==> config.mk <==
export PLATFORM = sky130hd
export DESIGN_NAME = asef_status_flags
export DESIGN_NICKNAME = d
export VERILOG_FILES = /design/src/asef_pkg.sv /design/src/asef_new_sample.sv /design/src/asef_status_flags.sv
export SDC_FILE = /design/constraint.sdc
export NUM_CORES = 1
export LEC_CHECK = 0
export ABC_CLOCK_PERIOD_IN_PS = 1650
export BUFFER_PORTS_ARGS = -buffer_cell sky130_fd_sc_hd__clkbuf_2
export CORE_ASPECT_RATIO = 0.8
export CORE_MARGIN = 2
export CORE_UTILIZATION = 47
export DETAILED_ROUTE_END_ITERATION = 16
export PLACE_DENSITY_LB_ADDON = 0.08
export SLEW_MARGIN = 20
export SYNTH_ARGS = -nofsm -noshare
export SYNTH_HDL_FRONTEND = slang
export SYNTH_HIERARCHICAL = 1
export SYNTH_SLANG_ARGS = --single-unit
==> constraint.sdc <==
create_clock -name ref_clk_i -period 1.65 [get_ports ref_clk_i]
set_input_delay 0.165 -clock ref_clk_i [delete_from_list [all_inputs] [get_ports ref_clk_i]]
set_output_delay 0.165 -clock ref_clk_i [all_outputs]
set_load 0.05 [all_outputs]
==> src/asef_pkg.sv <==
// constants for the status error flag bank
package asef_pkg;
    // ****************************************
    // register map
    // ****************************************
    localparam logic [3:0] ADDR_STATUS     = 4'h2;
    localparam logic [3:0] ADDR_SETUP4     = 4'h8;
    localparam logic [3:0] ADDR_MAP_CRC    = 4'hf;
    // ****************************************
    // status field positions
    // ****************************************
    localparam int BIT_NEW_SAMPLE = 0;
    localparam int BIT_MOD_SAT    = 1;
    localparam int BIT_ADC_FAULT  = 2;
    localparam int BIT_MAP_CRC    = 3;
    localparam int BIT_LINK_CRC   = 4;
    // ****************************************
    // fourth setup register fields and reset
    // ****************************************
    localparam int BIT_MAP_CHK_EN  = 1;
    localparam int BIT_LINK_CHK_EN = 2;
    localparam logic [7:0] SETUP4_RESET = 8'h08;
    localparam logic [7:0] CRC_RESET    = 8'h00;
endpackage

==> src/asef_new_sample.sv <==
// new-sample flag tracking and data-ready pin drive
`timescale 1ns/1ps
module asef_new_sample
    import asef_pkg::*;
(
    input  wire logic ref_clk_i,
    input  wire logic reset_i,
    input  wire logic conv_done_i,
    input  wire logic conv_start_i,
    input  wire logic one_shot_i,
    input  wire logic result_read_i,
    output logic      data_ready_n_o
);
    logic fresh_reg;
    logic fresh_next;

    // ****************************************
    // freshness state
    // ****************************************
    always_comb begin
        fresh_next = fresh_reg;
        if (one_shot_i) begin
            if (conv_start_i) begin
                fresh_next = 1'b0;
            end
        end else if (result_read_i) begin
            fresh_next = 1'b0;
        end
        if (conv_done_i) begin
            fresh_next = 1'b1;
        end
    end

    always_ff @(posedge ref_clk_i) begin
        if (reset_i) begin
            fresh_reg <= 1'b0;
        end else begin
            fresh_reg <= fresh_next;
        end
    end

    assign data_ready_n_o = ~fresh_reg;

    hold_one_shot_a: assert property (@(posedge ref_clk_i) disable iff (reset_i)
        one_shot_i && fresh_reg && !conv_start_i && $stable(one_shot_i)
        |=> fresh_reg)
        else $error("one-shot fresh flag dropped early");
    read_clear_a: assert property (@(posedge ref_clk_i) disable iff (reset_i)
        !one_shot_i && result_read_i && !conv_done_i |=> !fresh_reg)
        else $error("fresh flag not cleared by read");
endmodule // asef_new_sample

==> src/asef_status_flags.sv <==
// status error flag bank behind the serial register port
//
// Overview of operation
// - link crc error sets status bit 4
// - write one clears link fault unless enabled error same cycle
// - link check only when enable set
// - map crc mismatch sets status bit 3
// - map fault clears by w1c unless enabled mismatch same cycle, or by disable
// - map compare only while enabled
// - converter fault read-only, reset clears
// - saturation bit refreshed per conversion
// - new-data bit inverts data-ready pin
// - new-data one when fresh, else zero
// - one-shot keeps new-data until start
// - status register at address 2h
`timescale 1ns/1ps
module asef_status_flags
    import asef_pkg::*;
(
    input  wire logic       ref_clk_i,
    input  wire logic       reset_i,
    input  wire logic       reg_wr_i,
    input  wire logic       reg_rd_i,
    input  wire logic [3:0] reg_addr_i,
    input  wire logic [7:0] reg_wdata_i,
    output logic      [7:0] reg_rdata_o,
    output logic            reg_wr_taken_o,
    input  wire logic       frame_crc_err_i,
    input  wire logic [7:0] map_crc_calc_i,
    input  wire logic       adc_fault_i,
    input  wire logic       conv_done_i,
    input  wire logic       mod_sat_i,
    input  wire logic       conv_start_i,
    input  wire logic       one_shot_i,
    input  wire logic       result_read_i,
    input  wire logic [2:0] upper_status_i,
    output logic      [7:0] setup4_o,
    output logic            data_ready_n_o
);
    logic       link_err_reg, link_err_next;
    logic       map_err_reg, map_err_next;
    logic       adc_err_reg, adc_err_next;
    logic       mod_sat_reg, mod_sat_next;
    logic [7:0] setup4_reg, setup4_next;
    logic [7:0] crc_reg, crc_next;
    logic [7:0] rdata_reg, rdata_next;
    logic       wr_ok;
    logic       st_wr;
    logic [7:0] status_view;

    // ****************************************
    // write gating
    // ****************************************
    // status decode at 2h
    assign st_wr = reg_wr_i && (reg_addr_i == ADDR_STATUS);
    assign wr_ok = reg_wr_i && (!link_err_reg || st_wr);
    assign reg_wr_taken_o = wr_ok;

    // ****************************************
    // flag and register next state
    // ****************************************
    always_comb begin
        setup4_next   = setup4_reg;
        crc_next      = crc_reg;
        link_err_next = link_err_reg;
        map_err_next  = map_err_reg;
        mod_sat_next  = mod_sat_reg;
        adc_err_next  = adc_err_reg | adc_fault_i;
        if (wr_ok && reg_addr_i == ADDR_SETUP4) begin
            setup4_next = reg_wdata_i;
        end else if (wr_ok && reg_addr_i == ADDR_MAP_CRC) begin
            crc_next = reg_wdata_i;
        end
        if (st_wr && reg_wdata_i[BIT_LINK_CRC]) begin
            link_err_next = 1'b0;
        end
        if (frame_crc_err_i && setup4_reg[BIT_LINK_CHK_EN]) begin
            link_err_next = 1'b1;
        end
        // clear by write one or disable
        if ((st_wr && reg_wdata_i[BIT_MAP_CRC])
            || !setup4_next[BIT_MAP_CHK_EN]) begin
            map_err_next = 1'b0;
        end
        if (setup4_reg[BIT_MAP_CHK_EN] && setup4_next[BIT_MAP_CHK_EN]
            && crc_reg != map_crc_calc_i) begin
            map_err_next = 1'b1;
        end
        if (conv_done_i) begin
            mod_sat_next = mod_sat_i;
        end
    end

    always_ff @(posedge ref_clk_i) begin
        if (reset_i) begin
            setup4_reg   <= SETUP4_RESET;
            crc_reg      <= CRC_RESET;
            link_err_reg <= 1'b0;
            map_err_reg  <= 1'b0;
            adc_err_reg  <= 1'b0;
            mod_sat_reg  <= 1'b0;
            rdata_reg    <= 8'h00;
        end else begin
            setup4_reg   <= setup4_next;
            crc_reg      <= crc_next;
            link_err_reg <= link_err_next;
            map_err_reg  <= map_err_next;
            adc_err_reg  <= adc_err_next;
            mod_sat_reg  <= mod_sat_next;
            rdata_reg    <= rdata_next;
        end
    end

    // ****************************************
    // new-sample tracking
    // ****************************************
    asef_new_sample u_new_sample (
        .ref_clk_i      (ref_clk_i),
        .reset_i        (reset_i),
        .conv_done_i    (conv_done_i),
        .conv_start_i   (conv_start_i),
        .one_shot_i     (one_shot_i),
        .result_read_i  (result_read_i),
        .data_ready_n_o (data_ready_n_o)
    );

    // ****************************************
    // read path
    // ****************************************
    always_comb begin
        status_view = {upper_status_i, link_err_reg, map_err_reg,
                       adc_err_reg, mod_sat_reg, 1'b0};
        status_view[BIT_NEW_SAMPLE] = ~data_ready_n_o;
        rdata_next = rdata_reg;
        if (reg_rd_i) begin
            if (reg_addr_i == ADDR_STATUS) begin
                rdata_next = status_view;
            end else if (reg_addr_i == ADDR_SETUP4) begin
                rdata_next = setup4_reg;
            end else if (reg_addr_i == ADDR_MAP_CRC) begin
                rdata_next = crc_reg;
            end else begin
                rdata_next = 8'h00;
            end
        end
    end

    assign reg_rdata_o = rdata_reg;
    assign setup4_o    = setup4_reg;

    // ****************************************
    // checks
    // ****************************************
    // blocked write leaves setup intact
    block_setup_a: assert property (@(posedge ref_clk_i) disable iff (reset_i)
        link_err_reg && reg_wr_i && reg_addr_i == ADDR_SETUP4
        |=> $stable(setup4_reg))
        else $error("setup write taken during link fault");
    link_set_a: assert property (@(posedge ref_clk_i) disable iff (reset_i)
        frame_crc_err_i && setup4_reg[BIT_LINK_CHK_EN] |=> link_err_reg)
        else $error("link fault flag not set");
    link_gate_a: assert property (@(posedge ref_clk_i) disable iff (reset_i)
        !link_err_reg && !(frame_crc_err_i && setup4_reg[BIT_LINK_CHK_EN])
        |=> !link_err_reg)
        else $error("link fault set without enabled error");
    link_clear_a: assert property (@(posedge ref_clk_i) disable iff (reset_i)
        st_wr && reg_wdata_i[BIT_LINK_CRC] && !frame_crc_err_i
        |=> !link_err_reg)
        else $error("link fault not cleared");
    map_off_a: assert property (@(posedge ref_clk_i) disable iff (reset_i)
        !setup4_reg[BIT_MAP_CHK_EN] |-> !map_err_reg)
        else $error("map fault set while check disabled");
    map_set_a: assert property (@(posedge ref_clk_i) disable iff (reset_i)
        setup4_reg[BIT_MAP_CHK_EN] && setup4_next[BIT_MAP_CHK_EN]
        && crc_reg != map_crc_calc_i |=> map_err_reg)
        else $error("map fault not set on mismatch");
    adc_hold_a: assert property (@(posedge ref_clk_i) disable iff (reset_i)
        adc_err_reg |=> adc_err_reg)
        else $error("converter fault cleared without reset");
    sat_track_a: assert property (@(posedge ref_clk_i) disable iff (reset_i)
        conv_done_i |=> mod_sat_reg == $past(mod_sat_i))
        else $error("saturation bit not refreshed");
    ready_mirror_a: assert property (@(posedge ref_clk_i) disable iff (reset_i)
        reg_rd_i && reg_addr_i == ADDR_STATUS
        |=> reg_rdata_o[BIT_NEW_SAMPLE] == $past(~data_ready_n_o))
        else $error("new-data bit not inverse of pin");
    wr_refuse_a: assert property (@(posedge ref_clk_i) disable iff (reset_i)
        link_err_reg && reg_wr_i && reg_addr_i != ADDR_STATUS
        |-> !reg_wr_taken_o)
        else $error("write accepted during link fault");
    st_accept_a: assert property (@(posedge ref_clk_i) disable iff (reset_i)
        reg_wr_i && reg_addr_i == ADDR_STATUS |-> reg_wr_taken_o)
        else $error("status write refused");
    map_gate_a: assert property (@(posedge ref_clk_i) disable iff (reset_i)
        !map_err_reg && !setup4_reg[BIT_MAP_CHK_EN] |=> !map_err_reg)
        else $error("map fault set while compare disabled");
    map_clear_a: assert property (@(posedge ref_clk_i) disable iff (reset_i)
        st_wr && reg_wdata_i[BIT_MAP_CRC] && crc_reg == map_crc_calc_i
        |=> !map_err_reg)
        else $error("map fault not cleared by write one");
    sat_hold_a: assert property (@(posedge ref_clk_i) disable iff (reset_i)
        !conv_done_i |=> $stable(mod_sat_reg))
        else $error("saturation bit changed without conversion");
    st_read_a: assert property (@(posedge ref_clk_i) disable iff (reset_i)
        reg_rd_i && reg_addr_i == ADDR_STATUS
        |=> reg_rdata_o[BIT_LINK_CRC] == $past(link_err_reg))
        else $error("status read lost link flag");
endmodule // asef_status_flags

==> summary.txt <==
RUN STATUS
--------------------------------------------------------------------------------
Result of the run                                                   complete, no violations

SETUP PATH
--------------------------------------------------------------------------------
Critical Path AT                                                         1.17 ns
Delay contributed by the slowest stage of the critical path              0.27 ns
Worst setup EP type                                                   output pin
Family with the most delay on the worst path                        buffers and inverters
CP required                                                              1.48 ns
Worst flop-to-flop path startpoint                                  link_err_reg
Crit path launch                                                    reg_addr_i[0]
Number of buffer and inverter stages on the critical path                      3
Critical-path top delay cell                                        sky130_fd_sc_hd__nor4b_2
Crit Path Category                                                  primary input to output pin
R2r setup slk                                                            0.43 ns
CP dominant cell by count                                           sky130_fd_sc_hd__clkbuf_2
Startpoint Class                                                    primary input
Highest net fanout along the worst path                                       11
Cell chain of the critical path                                     clkbuf_2 > nor4b_2 > buf_4 > o21a_1 > clkbuf_2

CLOCK NETWORK
--------------------------------------------------------------------------------
Deepest clock path buffer count                                                2
CTS Hold Bufs                                                                  0
Count of cells resized by post-cts repair                                      0
Number of buffers inserted during clock tree synthesis                         5
Buffer type at the clock tree root                                  sky130_fd_sc_hd__clkbuf_4
Clock-pin transition on the worst setup and hold timing paths            0.09 ns
Number of sinks handled by clock tree synthesis                               29
Worst-skew pair later-pin latency                                        0.32 ns
Setup repair bufs after CTS                                                    0
H-tree Lvls                                                                    2
TritonCTS clock tree                                                       built

SYNTHESIS
--------------------------------------------------------------------------------
Number of nets produced by synthesis                                         170
Count of unique library cells instantiated by Yosys                           31
Synth warnings                                                                 6
Flip-flop and latch count after synthesis                                     29
Cell area after technology mapping                                   0.00134 mm²
Sequential area share after synthesis                                      0.432
Mapped Avg Cell Area                                                    9.87 µm²
Post-Syn Instances                                                           136

ROUTE
--------------------------------------------------------------------------------
DRC violation total after the first TritonRoute iteration                     79
ANT nets after route                                                           0
DRT Wirelength                                                           2.99 mm
Vias after detailed routing                                                 1162
Drt via density                                                             5.10
Wirelength per Cell                                                      13.1 µm
First drt pass iteration count                                                 4
Post-detailed-route DRC marker count                                           0

PWR
--------------------------------------------------------------------------------
Power per cell area                                                   850 mW/mm²
Largest vdd supply drop                                               0.000596 V
Overall Power                                                            1.44 mW
Static power due to leakage                                             0.696 nW

PLACEMENT
--------------------------------------------------------------------------------
Final GP Congestion                                                        0.821
Worst-case setup slack after placement                                  0.305 ns
HPWL reported at the end of detailed placement                           2.29 mm
Number of buffers inserted by port buffering                                  51

GLOBAL ROUTING
--------------------------------------------------------------------------------
Number of antenna violations at the first check in global routing              0
Largest net degree at the start of global routing                             31
Total overflow reported by the global router                                   0
Via count of the first global-routing pass                                  1057
First-pass GRT wire length                                               4.89 mm
All-layer global routing usage                                             0.201

LAYOUT
--------------------------------------------------------------------------------
Number of antenna repair diodes                                                0
Layout-stage area growth over the synthesis result                         25.7%
Nets                                                                         223
Fraction of layout cells with a size suffix above 1                        0.368
Filler cell count                                                            273

TIMING
--------------------------------------------------------------------------------
Finish-stage setup viols                                                       0
Post-route setup slack                                                  0.316 ns
Final Hold Fails                                                               0
Transition time of the tightest slew-check pin                          0.603 ns
Worst clock skew                                                      0.00632 ns
Normalized max-slew margin                                                 0.598
Maximum clock frequency                                                  750 MHz
Shortest clock period the worst path allows after layout                 1.33 ns
Post-route setup TNS                                                        0 ns
Final clock period utilization by the worst path                           0.808
Number of slew-limit violations in the final report                            0
Worst hold margin                                                      0.0429 ns
RSZ-0062 raised after global routing                                       false

DIE
--------------------------------------------------------------------------------
Die outline area                                                     0.00330 mm²
Num ports                                                                     52
Core Footprint                                                       0.00274 mm²
Initial cell density of the core                                           0.489
Overall die width                                                        63.8 µm
Die height                                                               51.8 µm
Number of placement rows                                                      17

MIN PATH
--------------------------------------------------------------------------------
Worst Hold Class                                                    primary input to flop
Startpoint of the worst hold path                                    adc_fault_i

JOB
--------------------------------------------------------------------------------
Reported max-cap violation count                                               0

## worst register-to-register path, cell delays in order (launching register included)
cell	delay (ns)
sky130_fd_sc_hd__dfxtp_1	0.32
sky130_fd_sc_hd__inv_1	0.10
sky130_fd_sc_hd__and4_4	0.34
sky130_fd_sc_hd__mux2i_1	0.29
sky130_fd_sc_hd__a211oi_2	0.05
## per-layer routing
layer | global-route usage | share of wire
met1 | 0.255 | 0.47
met2 | 0.319 | 0.49
met3 | 0.0519 | 0.042
met4 | 0.105 | 0.0040
met5 | 0 | 0
## layout by cell type (no fill, tap or decap), drive strengths merged, types with 5 or more instances in the layout
| cell type | instances |
|---|---|
| a22o | 8 |
| a22oi | 7 |
| buf | 5 |
| clkbuf | 58 |
| xnor2 | 8 |
| dfxtp | 29 |
| a211oi | 9 |
| mux2i | 16 |
| nor2 | 27 |
## stage by stage
step | util | instances | instance area [µm²]
2_1_floorplan | - | 136 | 1340
3_3_place_gp | 0.590 | 220 | 1620
3_5_place_dp | 0.590 | 220 | 1620
4_1_cts | 0.615 | 228 | 1690
5_1_grt | 0.615 | 228 | 1690
6_report | 0.615 | 228 | 1690
## where the power goes
group	leakage (nW)	switching, mW	internal (mW)
clock	0.0413	0.243	0.247
sequential	0.236	0.0118	0.720
combinational	0.418	0.134	0.0800
total	0.696	0.389	1.05
## synth_stat cells
cell type                  instances  area [µm²]
sky130_fd_sc_hd__nand3_1           1        5.00
sky130_fd_sc_hd__a211oi_2          1        12.5
sky130_fd_sc_hd__dfxtp_1          29         581
sky130_fd_sc_hd__buf_1             1        3.75
sky130_fd_sc_hd__a22oi_1           7        52.6
sky130_fd_sc_hd__and4_1            1        8.76
sky130_fd_sc_hd__inv_1             2        7.51
sky130_fd_sc_hd__nand2b_1          1        6.26
sky130_fd_sc_hd__clkbuf_1          4        15.0
sky130_fd_sc_hd__nand2_1           1        3.75
sky130_fd_sc_hd__buf_6             1        11.3
sky130_fd_sc_hd__and3_1            1        6.26
sky130_fd_sc_hd__a211oi_1          8        60.1
sky130_fd_sc_hd__nor4b_2           1        15.0
sky130_fd_sc_hd__mux2_4            1        15.0
sky130_fd_sc_hd__o21ai_0           1        5.00
sky130_fd_sc_hd__buf_12            1        20.0
sky130_fd_sc_hd__a21oi_1           2        10.0
sky130_fd_sc_hd__nor3_4            1        16.3
sky130_fd_sc_hd__buf_2             3        15.0
sky130_fd_sc_hd__o31ai_2           1        12.5
sky130_fd_sc_hd__nand4_1           2        12.5
sky130_fd_sc_hd__o21a_1            1        7.51
sky130_fd_sc_hd__nor2_1           27         101
sky130_fd_sc_hd__a31oi_1           1        6.26
sky130_fd_sc_hd__and4_4            1        11.3
sky130_fd_sc_hd__nor2b_1           2        12.5
sky130_fd_sc_hd__a211o_1           1        8.76
sky130_fd_sc_hd__mux2i_1          16         160
sky130_fd_sc_hd__xnor2_1           8        70.1
sky130_fd_sc_hd__a22o_1            8        70.1
## kinds of logic after synthesis
family	share of synthesized area
AND/OR/NAND/NOR	0.148
flip-flops	0.432
XOR/XNOR	0.0522
multiplexers	0.130
AO/OA/AOI/OAI	0.183
buffers and inverters	0.0540
## final timing paths
path	cells after the start	end
setup / recovery	5	reg_wr_taken_o
hold / removal	3	adc_err_reg
setup reg to reg	4	map_err_reg
hold reg to reg	2	reg_rdata_o[6]
## cell type report
class | count | area, µm² | share of cell area
sequential | 29 | 581 | 0.344
clock inverter | 1 | 5.00 | 0.00297
multi-input combinational | 95 | 689 | 0.408
clock buffer | 7 | 65.1 | 0.0385
inverter | 2 | 7.51 | 0.00445
tap | 38 | 47.5 | 0.0282
timing repair buffer | 56 | 293 | 0.173
Note: power is estimated with default switching activity, not from simulation.
